## src/rtl/fuse_ctrl_pkg.sv

```systemverilog
// constants, types and helpers shared by the fuse memory controller mode logic
package fuse_ctrl_pkg;

  // ==========================================================================
  // register map
  localparam logic [31:0] MODE_CFG_ADDR = 32'h4000_8000;

  // ==========================================================================
  // field positions of controller_mode_config
  localparam int SRC_MSB    = 29;
  localparam int SRC_LSB    = 28;
  localparam int FAST_BIT   = 8;
  localparam int SINGLE_BIT = 7;
  localparam int DBL_BIT    = 6;
  localparam int PURGE_BIT  = 5;
  localparam int XFER_BIT   = 4;
  localparam int MODE_MSB   = 2;

  // ==========================================================================
  // operating_mode_field codes, 101..111 are test codes
  localparam logic [2:0] MODE_IDLE_STATE = 3'h0;
  localparam logic [2:0] MODE_MANUAL_READ = 3'h1;
  localparam logic [2:0] MODE_MANUAL_PROG = 3'h2;
  localparam logic [2:0] MODE_AUTO_READ = 3'h3;
  localparam logic [2:0] MODE_AUTO_PROG = 3'h4;

  // prog_word_source_select codes
  localparam logic [1:0] SRC_REF_TRIM = 2'h0;
  localparam logic [1:0] SRC_RSSI = 2'h1;
  localparam logic [1:0] SRC_LNA = 2'h2;
  localparam logic [1:0] SRC_OSC_TRIM = 2'h3;

  // ==========================================================================
  // widths and reset values
  localparam int CNT_W = 13;
  localparam logic [CNT_W-1:0] ONE_WORD = 13'h1;
  localparam logic [CNT_W-1:0] NO_WORDS = 13'h0;

  // configuration fields as stored
  typedef struct packed {
    logic [1:0] src_sel;
    logic       fast;
    logic       single;
    logic       dbl;
    logic       purge;
    logic       xfer;
    logic [2:0] mode;
  } cfg_s;

  localparam cfg_s CFG_RESET = '{2'h0, 1'b0, 1'b0, 1'b0, 1'b0, 1'b0, 3'h0};

  // analog trim words offered to the alternate programming word
  typedef struct packed {
    logic [15:0] ref_trim;
    logic [15:0] rssi_comp;
    logic [7:0]  radio_pin;
    logic [11:0] lna_a;
    logic [11:0] lna_b;
    logic [4:0]  lna_c;
    logic [3:0]  osc_trim;
  } trim_s;

  // sequencer states of automatic programming
  typedef enum logic [1:0] {
    SEQ_IDLE  = 2'b00,
    SEQ_FETCH = 2'b01,
    SEQ_PROG  = 2'b10,
    SEQ_DONE  = 2'b11
  } seq_e;

  // ==========================================================================
  // helpers
  function automatic logic is_read(input logic [2:0] m);
    return (m == MODE_MANUAL_READ) || (m == MODE_AUTO_READ);
  endfunction

  function automatic logic is_auto(input logic [2:0] m);
    return (m == MODE_AUTO_READ) || (m == MODE_AUTO_PROG);
  endfunction

  // register image, unused positions read zero
  function automatic logic [31:0] cfg_pack(input cfg_s c);
    logic [31:0] w;
    w = 32'h0;
    w[SRC_MSB:SRC_LSB] = c.src_sel;
    w[FAST_BIT] = c.fast;
    w[SINGLE_BIT] = c.single;
    w[DBL_BIT] = c.dbl;
    w[PURGE_BIT] = c.purge;
    w[XFER_BIT] = c.xfer;
    w[MODE_MSB:0] = c.mode;
    return w;
  endfunction

endpackage

```

## src/rtl/prog_word_mux.sv

```systemverilog
// registered selector of the alternate programming word
`timescale 1ns/1ps
module prog_word_mux (
  // clock and reset
  input  wire logic                 CLK,
  input  wire logic                 NRST,
  // selection
  input  wire logic [1:0]           SEL,
  input  wire fuse_ctrl_pkg::trim_s TRIM,
  // result
  output logic [31:0]               WORD
);

  logic [31:0] next_word;

  // ==========================================================================
  // zero padded trim groups
  always_comb begin
    if (SEL == fuse_ctrl_pkg::SRC_REF_TRIM) begin
      next_word = {16'h0, TRIM.ref_trim};
    end else if (SEL == fuse_ctrl_pkg::SRC_RSSI) begin
      next_word = {TRIM.rssi_comp, 8'h0, TRIM.radio_pin};
    end else if (SEL == fuse_ctrl_pkg::SRC_LNA) begin
      next_word = {3'h0, TRIM.lna_c, TRIM.lna_b, TRIM.lna_a};
    end else begin
      next_word = {28'h0, TRIM.osc_trim};
    end
  end

  // registered so the word is stable while the cell is programmed
  always_ff @(posedge CLK) begin
    if (!NRST) begin
      WORD <= 32'h0;
    end else begin
      WORD <= next_word;
    end
  end

endmodule

```

## src/rtl/fuse_memory_controller.sv

```systemverilog
// mode and configuration control of the fuse memory controller
`timescale 1ns/1ps
module fuse_memory_controller (
  // clock and reset
  input  wire logic                        CLK,
  input  wire logic                        NRST,
  // register port
  input  wire logic                        REG_WR,
  input  wire logic                        REG_RD,
  input  wire logic                        REG_SERIAL,
  input  wire logic [31:0]                 REG_ADDR,
  input  wire logic [31:0]                 REG_WDATA,
  output logic [31:0]                      REG_RDATA,
  // trim words and word count
  input  wire fuse_ctrl_pkg::trim_s        TRIM_WORDS,
  input  wire logic [12:0]                 WORD_COUNT,
  // queue
  input  wire logic                        QUEUE_VALID,
  input  wire logic [31:0]                 QUEUE_DATA,
  output logic                             QUEUE_POP,
  output logic                             QUEUE_PURGE,
  // macrocells
  output logic                             CELL_READ_STB,
  output logic                             CELL_PROG_REQ,
  input  wire logic                        CELL_PROG_DONE,
  output logic [31:0]                      CELL_PROG_WORD,
  output logic                             FAST_TIMING,
  output logic [2:0]                       OP_MODE,
  // transfer engine and status
  output logic                             XFER_ACTIVE,
  output logic [12:0]                      REMAINING_WORDS
);

  fuse_ctrl_pkg::cfg_s cfg;
  fuse_ctrl_pkg::cfg_s next_cfg;
  logic [31:0]         next_rdata;
  logic                wr_hit;
  logic                rd_hit;
  logic [31:0]         alt_word;
  fuse_ctrl_pkg::seq_e state;
  fuse_ctrl_pkg::seq_e next_state;
  logic [12:0]         left;
  logic [12:0]         next_left;
  logic [31:0]         prog_word;
  logic [31:0]         next_prog_word;
  logic                phase;
  logic                next_phase;
  logic                next_xfer;
  logic                auto_prog;
  logic                reading;

  // ==========================================================================
  // register decode
  assign wr_hit = REG_WR && (REG_ADDR == fuse_ctrl_pkg::MODE_CFG_ADDR);
  assign rd_hit = REG_RD && (REG_ADDR == fuse_ctrl_pkg::MODE_CFG_ADDR);

  // field update on write; test codes are stored as written
  always_comb begin
    next_cfg = cfg;
    next_cfg.purge = 1'b0;
    if (wr_hit) begin
      next_cfg.src_sel = REG_WDATA[fuse_ctrl_pkg::SRC_MSB:fuse_ctrl_pkg::SRC_LSB];
      next_cfg.fast = REG_WDATA[fuse_ctrl_pkg::FAST_BIT];
      next_cfg.single = REG_WDATA[fuse_ctrl_pkg::SINGLE_BIT];
      next_cfg.dbl = REG_WDATA[fuse_ctrl_pkg::DBL_BIT];
      next_cfg.purge = REG_WDATA[fuse_ctrl_pkg::PURGE_BIT];
      // the serial path has no bus master behind it, so no transfers
      next_cfg.xfer = REG_WDATA[fuse_ctrl_pkg::XFER_BIT] & ~REG_SERIAL;
      next_cfg.mode = REG_WDATA[fuse_ctrl_pkg::MODE_MSB:0];
    end
  end

  // read answer one cycle after the request, unmapped reads return zero
  always_comb begin
    next_rdata = 32'h0;
    if (rd_hit) begin
      next_rdata = fuse_ctrl_pkg::cfg_pack(cfg);
    end
  end

  // configuration and read data registers
  always_ff @(posedge CLK) begin
    if (!NRST) begin
      cfg <= fuse_ctrl_pkg::CFG_RESET;
      REG_RDATA <= 32'h0;
    end else begin
      cfg <= next_cfg;
      REG_RDATA <= next_rdata;
    end
  end

  // ==========================================================================
  // alternate programming word
  prog_word_mux u_mux (
    .CLK  (CLK),
    .NRST (NRST),
    .SEL  (cfg.src_sel),
    .TRIM (TRIM_WORDS),
    .WORD (alt_word)
  );

  // ==========================================================================
  // automatic programming sequencer
  assign auto_prog = (cfg.mode == fuse_ctrl_pkg::MODE_AUTO_PROG);

  // next state; leaving the mode aborts whatever is in flight
  always_comb begin
    next_state = state;
    next_left = left;
    next_prog_word = prog_word;
    case (state)
      fuse_ctrl_pkg::SEQ_IDLE: begin
        if (auto_prog && cfg.single) begin
          next_prog_word = alt_word;
          next_left = fuse_ctrl_pkg::ONE_WORD;
          next_state = fuse_ctrl_pkg::SEQ_PROG;
        end else if (auto_prog && WORD_COUNT == fuse_ctrl_pkg::NO_WORDS) begin
          next_state = fuse_ctrl_pkg::SEQ_DONE;
        end else if (auto_prog) begin
          next_left = WORD_COUNT;
          next_state = fuse_ctrl_pkg::SEQ_FETCH;
        end
      end
      fuse_ctrl_pkg::SEQ_FETCH: begin
        if (QUEUE_POP) begin
          next_prog_word = QUEUE_DATA;
          next_state = fuse_ctrl_pkg::SEQ_PROG;
        end
      end
      fuse_ctrl_pkg::SEQ_PROG: begin
        if (CELL_PROG_DONE) begin
          next_left = left - fuse_ctrl_pkg::ONE_WORD;
          if (left == fuse_ctrl_pkg::ONE_WORD) begin
            next_state = fuse_ctrl_pkg::SEQ_DONE;
          end else begin
            next_state = fuse_ctrl_pkg::SEQ_FETCH;
          end
        end
      end
      fuse_ctrl_pkg::SEQ_DONE: begin
        next_state = fuse_ctrl_pkg::SEQ_DONE;
      end
      default: begin
        next_state = fuse_ctrl_pkg::SEQ_IDLE;
      end
    endcase
    if (!auto_prog) begin
      next_state = fuse_ctrl_pkg::SEQ_IDLE;
    end
  end

  // sequencer registers
  always_ff @(posedge CLK) begin
    if (!NRST) begin
      state <= fuse_ctrl_pkg::SEQ_IDLE;
      left <= 13'h0;
      prog_word <= 32'h0;
    end else begin
      state <= next_state;
      left <= next_left;
      prog_word <= next_prog_word;
    end
  end

  // no pop in a purge or in the abort cycle after leaving auto program mode
  assign QUEUE_POP = (state == fuse_ctrl_pkg::SEQ_FETCH) && auto_prog && QUEUE_VALID && !cfg.purge;
  assign CELL_PROG_REQ = (state == fuse_ctrl_pkg::SEQ_PROG) && auto_prog;
  assign CELL_PROG_WORD = prog_word;
  assign REMAINING_WORDS = left;
  assign QUEUE_PURGE = cfg.purge;
  assign FAST_TIMING = cfg.fast;
  assign OP_MODE = cfg.mode;

  // ==========================================================================
  // read pacing
  assign reading = fuse_ctrl_pkg::is_read(cfg.mode);

  // phase only toggles in double cycle reads, so single rate strobes every edge
  always_comb begin
    next_phase = 1'b0;
    if (reading && cfg.dbl) begin
      next_phase = ~phase;
    end
  end

  // transfer engine runs only in auto modes and never for the single word
  always_comb begin
    next_xfer = cfg.xfer && fuse_ctrl_pkg::is_auto(cfg.mode);
    if (auto_prog && cfg.single) begin
      next_xfer = 1'b0;
    end
  end

  // pacing and transfer registers
  always_ff @(posedge CLK) begin
    if (!NRST) begin
      phase <= 1'b0;
      XFER_ACTIVE <= 1'b0;
    end else begin
      phase <= next_phase;
      XFER_ACTIVE <= next_xfer;
    end
  end

  assign CELL_READ_STB = reading && !phase;

  // ==========================================================================
  // assertions
  property p_src_osc;
    @(posedge CLK) disable iff (!NRST)
    (cfg.src_sel == fuse_ctrl_pkg::SRC_OSC_TRIM)
      |=> (alt_word == {28'h0, $past(TRIM_WORDS.osc_trim)});
  endproperty
  a_src_osc: assert property (p_src_osc) else $error("osc trim word wrong");

  property p_src_ref;
    @(posedge CLK) disable iff (!NRST)
    (cfg.src_sel == fuse_ctrl_pkg::SRC_REF_TRIM)
      |=> (alt_word == {16'h0, $past(TRIM_WORDS.ref_trim)});
  endproperty
  a_src_ref: assert property (p_src_ref) else $error("reference trim word wrong");

  property p_fast;
    @(posedge CLK) disable iff (!NRST)
    wr_hit |=> (FAST_TIMING == $past(REG_WDATA[fuse_ctrl_pkg::FAST_BIT]));
  endproperty
  a_fast: assert property (p_fast) else $error("fast timing not taken");

  property p_queue_word;
    @(posedge CLK) disable iff (!NRST)
    (QUEUE_POP && auto_prog && !wr_hit)
      |=> CELL_PROG_REQ && (CELL_PROG_WORD == $past(QUEUE_DATA));
  endproperty
  a_queue_word: assert property (p_queue_word) else $error("queue word not programmed");

  property p_single;
    @(posedge CLK) disable iff (!NRST)
    (state == fuse_ctrl_pkg::SEQ_IDLE && auto_prog && cfg.single && !wr_hit)
      |=> CELL_PROG_REQ && (REMAINING_WORDS == 13'h1) && !QUEUE_POP;
  endproperty
  a_single: assert property (p_single) else $error("single word start wrong");

  property p_dbl_read;
    @(posedge CLK) disable iff (!NRST)
    (CELL_READ_STB && cfg.dbl && !wr_hit) |=> !CELL_READ_STB ##1 (CELL_READ_STB || $past(wr_hit));
  endproperty
  a_dbl_read: assert property (p_dbl_read) else $error("double cycle pacing wrong");

  property p_purge;
    @(posedge CLK) disable iff (!NRST)
    (wr_hit && REG_WDATA[fuse_ctrl_pkg::PURGE_BIT]) |=> QUEUE_PURGE ##1 (!QUEUE_PURGE || $past(wr_hit));
  endproperty
  a_purge: assert property (p_purge) else $error("purge not one cycle");

  property p_no_xfer;
    @(posedge CLK) disable iff (!NRST)
    !cfg.xfer |=> !XFER_ACTIVE;
  endproperty
  a_no_xfer: assert property (p_no_xfer) else $error("transfer without enable");

  property p_xfer_on;
    @(posedge CLK) disable iff (!NRST)
    (cfg.xfer && cfg.mode == fuse_ctrl_pkg::MODE_AUTO_READ) |=> XFER_ACTIVE;
  endproperty
  a_xfer_on: assert property (p_xfer_on) else $error("transfer engine not started");

  property p_serial;
    @(posedge CLK) disable iff (!NRST)
    (wr_hit && REG_SERIAL) |=> !cfg.xfer ##1 !XFER_ACTIVE;
  endproperty
  a_serial: assert property (p_serial) else $error("serial write kept transfer enable");

  property p_single_idle;
    @(posedge CLK) disable iff (!NRST)
    (auto_prog && cfg.single) |=> !XFER_ACTIVE;
  endproperty
  a_single_idle: assert property (p_single_idle) else $error("transfer engine busy on single");

  property p_idle_quiet;
    @(posedge CLK) disable iff (!NRST)
    (OP_MODE == fuse_ctrl_pkg::MODE_IDLE_STATE) |-> !CELL_READ_STB && !CELL_PROG_REQ && !QUEUE_POP;
  endproperty
  a_idle_quiet: assert property (p_idle_quiet) else $error("activity in idle mode");

  property p_reserved;
    @(posedge CLK) disable iff (!NRST)
    (REG_RDATA[31:30] == 2'h0) && (REG_RDATA[27:9] == 19'h0) && !REG_RDATA[3];
  endproperty
  a_reserved: assert property (p_reserved) else $error("reserved bits not zero");

  // main scenarios
  c_single: cover property (@(posedge CLK) disable iff (!NRST)
    (CELL_PROG_REQ && cfg.single) ##1 (state == fuse_ctrl_pkg::SEQ_DONE));
  c_queue: cover property (@(posedge CLK) disable iff (!NRST)
    QUEUE_POP ##[1:20] (CELL_PROG_DONE && REMAINING_WORDS == 13'h2));
  c_dbl: cover property (@(posedge CLK) disable iff (!NRST)
    (CELL_READ_STB && cfg.dbl) ##2 CELL_READ_STB);
  c_purge: cover property (@(posedge CLK) disable iff (!NRST) QUEUE_PURGE);

endmodule

```

## config.mk

```make
export PLATFORM = sky130hd
export DESIGN_NAME = fuse_memory_controller
export DESIGN_NICKNAME = d
export VERILOG_FILES = /design/src/rtl/fuse_ctrl_pkg.sv /design/src/rtl/prog_word_mux.sv /design/src/rtl/fuse_memory_controller.sv
export SDC_FILE = /design/constraint.sdc
export NUM_CORES = 1
export LEC_CHECK = 0
export BUFFER_PORTS_ARGS = -buffer_cell sky130_fd_sc_hd__buf_2
export CAP_MARGIN = 5
export CORE_ASPECT_RATIO = 0.7
export CORE_MARGIN = 10
export CORE_UTILIZATION = 25
export DETAILED_ROUTE_END_ITERATION = 16
export GPL_TIMING_DRIVEN = 1
export SLEW_MARGIN = 20
export SYNTH_ARGS = -nofsm -noshare
export SYNTH_HDL_FRONTEND = slang
export SYNTH_SLANG_ARGS = --single-unit
```

## constraint.sdc

```tcl
create_clock -name CLK -period 1.8 [get_ports CLK]
set_input_delay 0.09 -clock CLK [delete_from_list [all_inputs] [get_ports CLK]]
set_output_delay 0.09 -clock CLK [all_outputs]
set_load 0.02 [all_outputs]
```

==> results.cfg <==
[synthesis]
netlist_instances = 493
yosysTopAreaCell = dfxtp_1
ys_ff_latch = 101
ys_seq_area_share_pct = 44.3
synth_top_area_share_pct = 44.3
synth_area_leaders = dfxtp_1, mux2i_1, nor2_1, a211oi_1, buf_4
synthDistinctLibCells = 47
yosys_warnings = 0
syn_area_per_cell_sq_um = 9.25
async_flop_share_pct = 0
synth_edf_count = 0
syn_area_sq_mm = 0.00456
ys.flop_type = dfxtp_1

[cts]
cts_tree = yes
cts_root_buffer = clkbuf_16
insertion_delay_ns = 0.35
clk_pin_slew_ns = 0.07
cts_sinks = 101
cts-buffers-inserted = 9
cts_max_path_buffers = 2
htreeDepth = 3

[job]
drv_cap = 0

[die]
ios = 275
start_util_pct = 25.4
die_w_microns = 181
die_area_sq_mm = 0.0241
die_height_microns = 133
core-area_sq_mm = 0.0180
fp-row-count = 41

[setup_path]
critPathSlowestCell = or4b_4
endpoint_kind = register
r2r-end = REMAINING_WORDS[0]$_SDFFE_PN0P_
critical_path_required_ns = 2.08
rrSetupSlack_ns = 0.007
path_class = register to register
arrival_ns = 2.08
timing.rr.start = OP_MODE[1]$_SDFFE_PN0P_
cp.buffers_inverters = 1
startpoint_type = register
startpoint = OP_MODE[1]$_SDFFE_PN0P_
crit_family = compound AO/OA/AOI/OAI gates
crit_path_max_incr_delay_ns = 0.59
cp_max_fo = 20
cp_cell_sequence = or4b_4 > a21oi_4 > o31ai_2 > buf_12 > a221o_1 > a21oi_2
ff2ff_path_depth = 6

[routing]
wire_per_inst_microns = 17.2
drt-total-wl_microns = 17600
route.vias.total = 4604
dr.pass1.iters = 4
via_per_inst = 4.51
drc = 0
drt_iter0_markers = 258
drtAntennaViolNets = 0

[final_layout]
final_layout_size_suffix_gt1_share_pct = 37.9
final_cell_mix = buf_2, dfxtp_1, nor2_1, mux2i_1, dlygate4sd3_1
postLayoutCoreUtil_pct = 38.7
areaGrowthSynthToFinish_pct = 52.4
final_common_cell = buf_2
fin_nets = 970
fill_cells = 1836
n_antenna_cell = 0

[place]
dp_hpwl_microns = 13000
place_ws_ns = -0.00220
numPortBuffers = 230
gp_congestion = 0.827

[global_route]
grt_usage_pct = 13.7
grt_pass1_wl_microns = 26600
grt_overflow = 0
antenna_found_initial = 1
grt_pass1_vias = 4732
grt_max_degree = 50

[timing]
fin_crit_sh_pct = 99.6
tightest_slew_ns = 0.878
final-max-slew-violation-count = 0
max_slew_margin_pct = 41.2
fmax_mhz = 558
fin_ws_ns = 0.00705
hold_viol = 0
fin_crit_ns = 1.79
skew_ns = 0.0103
setup_tns_ns = 0
fin_hold_ws_ns = 0.0249
rsz0062_at_grt = true
setup_viol = 0

[hold_path]
hp-start = REG_WDATA[5]
min_path_type = input pin to register
worstHoldEndpoint = QUEUE_PURGE$_SDFF_PN0_
hold_depth = 2

[run_status]
outcome = complete, no violations

[power_and_ir_drop]
peakVddDrop_mv = 0.328
power_density_mw_per_mm2 = 662
power.leakage_nw = 2.99
## Yosys cell counts (all sizes together) (3+ instances only)
master,number
and2,14
o21ai,7
inv,8
nor3,7
a21oi,19
nand3,3
a22oi,13
clkbuf,20
buf,42
a32oi,3
o211ai,4
a221oi,3
o31ai,4
nand2,10
mux2i,53
nor2,85
and3,7
nor3b,3
nor4,9
nand4,8
dfxtp,101
mux4,4
nor2b,7
a211oi,34
## cells by family (layout without fill, tap and decap cells)
logic type	count (synthesis)	after routing	synth area share, %
AND/OR/NAND/NOR	163	163	17.4
flip-flops	101	101	44.3
AO/OA/AOI/OAI	97	97	15.1
buffers and inverters	70	340	8.50
multiplexers	57	57	13.6
adder cells (fa/ha/maj)	2	2	0.548
XOR/XNOR	2	2	0.384
other	1	22	0.0822
## layer usage
layer / track usage [%] / share of wire (%)
met1: 17.6 / 47
met2: 21.4 / 45
met3: 4.96 / 7.0
met4: 3.02 / 0.94
met5: 0 / 0.074
## how the worst max path moves through the flow
| stage | slack [ns] | to | cells after the start |
|---|---|---|---|
| after CTS | 0.008 | REMAINING_WORDS[1]$_SDFFE_PN0P_ | 5 |
| after floorplan | 0.1 | REMAINING_WORDS[0]$_SDFFE_PN0P_ | 6 |
| after global routing | -0.07 | REMAINING_WORDS[0]$_SDFFE_PN0P_ | 6 |
| final | 0.007 | REMAINING_WORDS[0]$_SDFFE_PN0P_ | 6 |
| after global placement | 0.04 | REMAINING_WORDS[0]$_SDFFE_PN0P_ | 6 |
| after detailed placement | -0.002 | REMAINING_WORDS[0]$_SDFFE_PN0P_ | 6 |
## where the power goes
part           switching, mW  internal, mW
Clock                  0.923         0.999
Sequential           0.00444          2.25
Combinational          0.185         0.242
## state kept, by name, indices dropped and copies added, names as in the netlist
name / count
FAST_TIMING: 1
u_mux.WORD: 32
XFER_ACTIVE: 1
cfg: 5
state: 2
REG_RDATA: 10
OP_MODE: 3
CELL_PROG_WORD: 32
phase: 1
QUEUE_PURGE: 1
REMAINING_WORDS: 13
## stage by stage
step | instance area, sq um | total power [mW] | std cells
3_3_place_gp | 6040 | 2.64 | 948
3_5_place_dp | 6040 | 2.65 | 948
4_1_cts | 6870 | 4.69 | 1015
6_report | 6950 | 4.60 | 1020
5_1_grt | 6950 | 4.81 | 1020
2_1_floorplan | 4640 | 2.46 | 514
## what timing repair did
| action | in CTS | in global routing |
|---|---|---|
| pin swaps | 0 | 3 |
| setup buffers | 0 | 3 |
| gates resized for setup | 2 | 1 |
| hold buffers | 50 | 0 |
| cloned | 1 | 2 |
| hold endpoints to repair | 33 | 0 |
| endpoints found under the setup margin | 2 | 28 |
## area by class of cell
class | instances | area (sq um) | area share (%)
inverters | 8 | 30.0 | 0.432
clock inverters | 6 | 52.6 | 0.756
flip-flops and latches | 101 | 2020 | 29.1
multi-input cells | 343 | 2270 | 32.6
well taps | 236 | 295 | 4.25
repair buffers | 316 | 2040 | 29.4
clock buffers | 10 | 239 | 3.44
(Power assumes the default switching activity.)
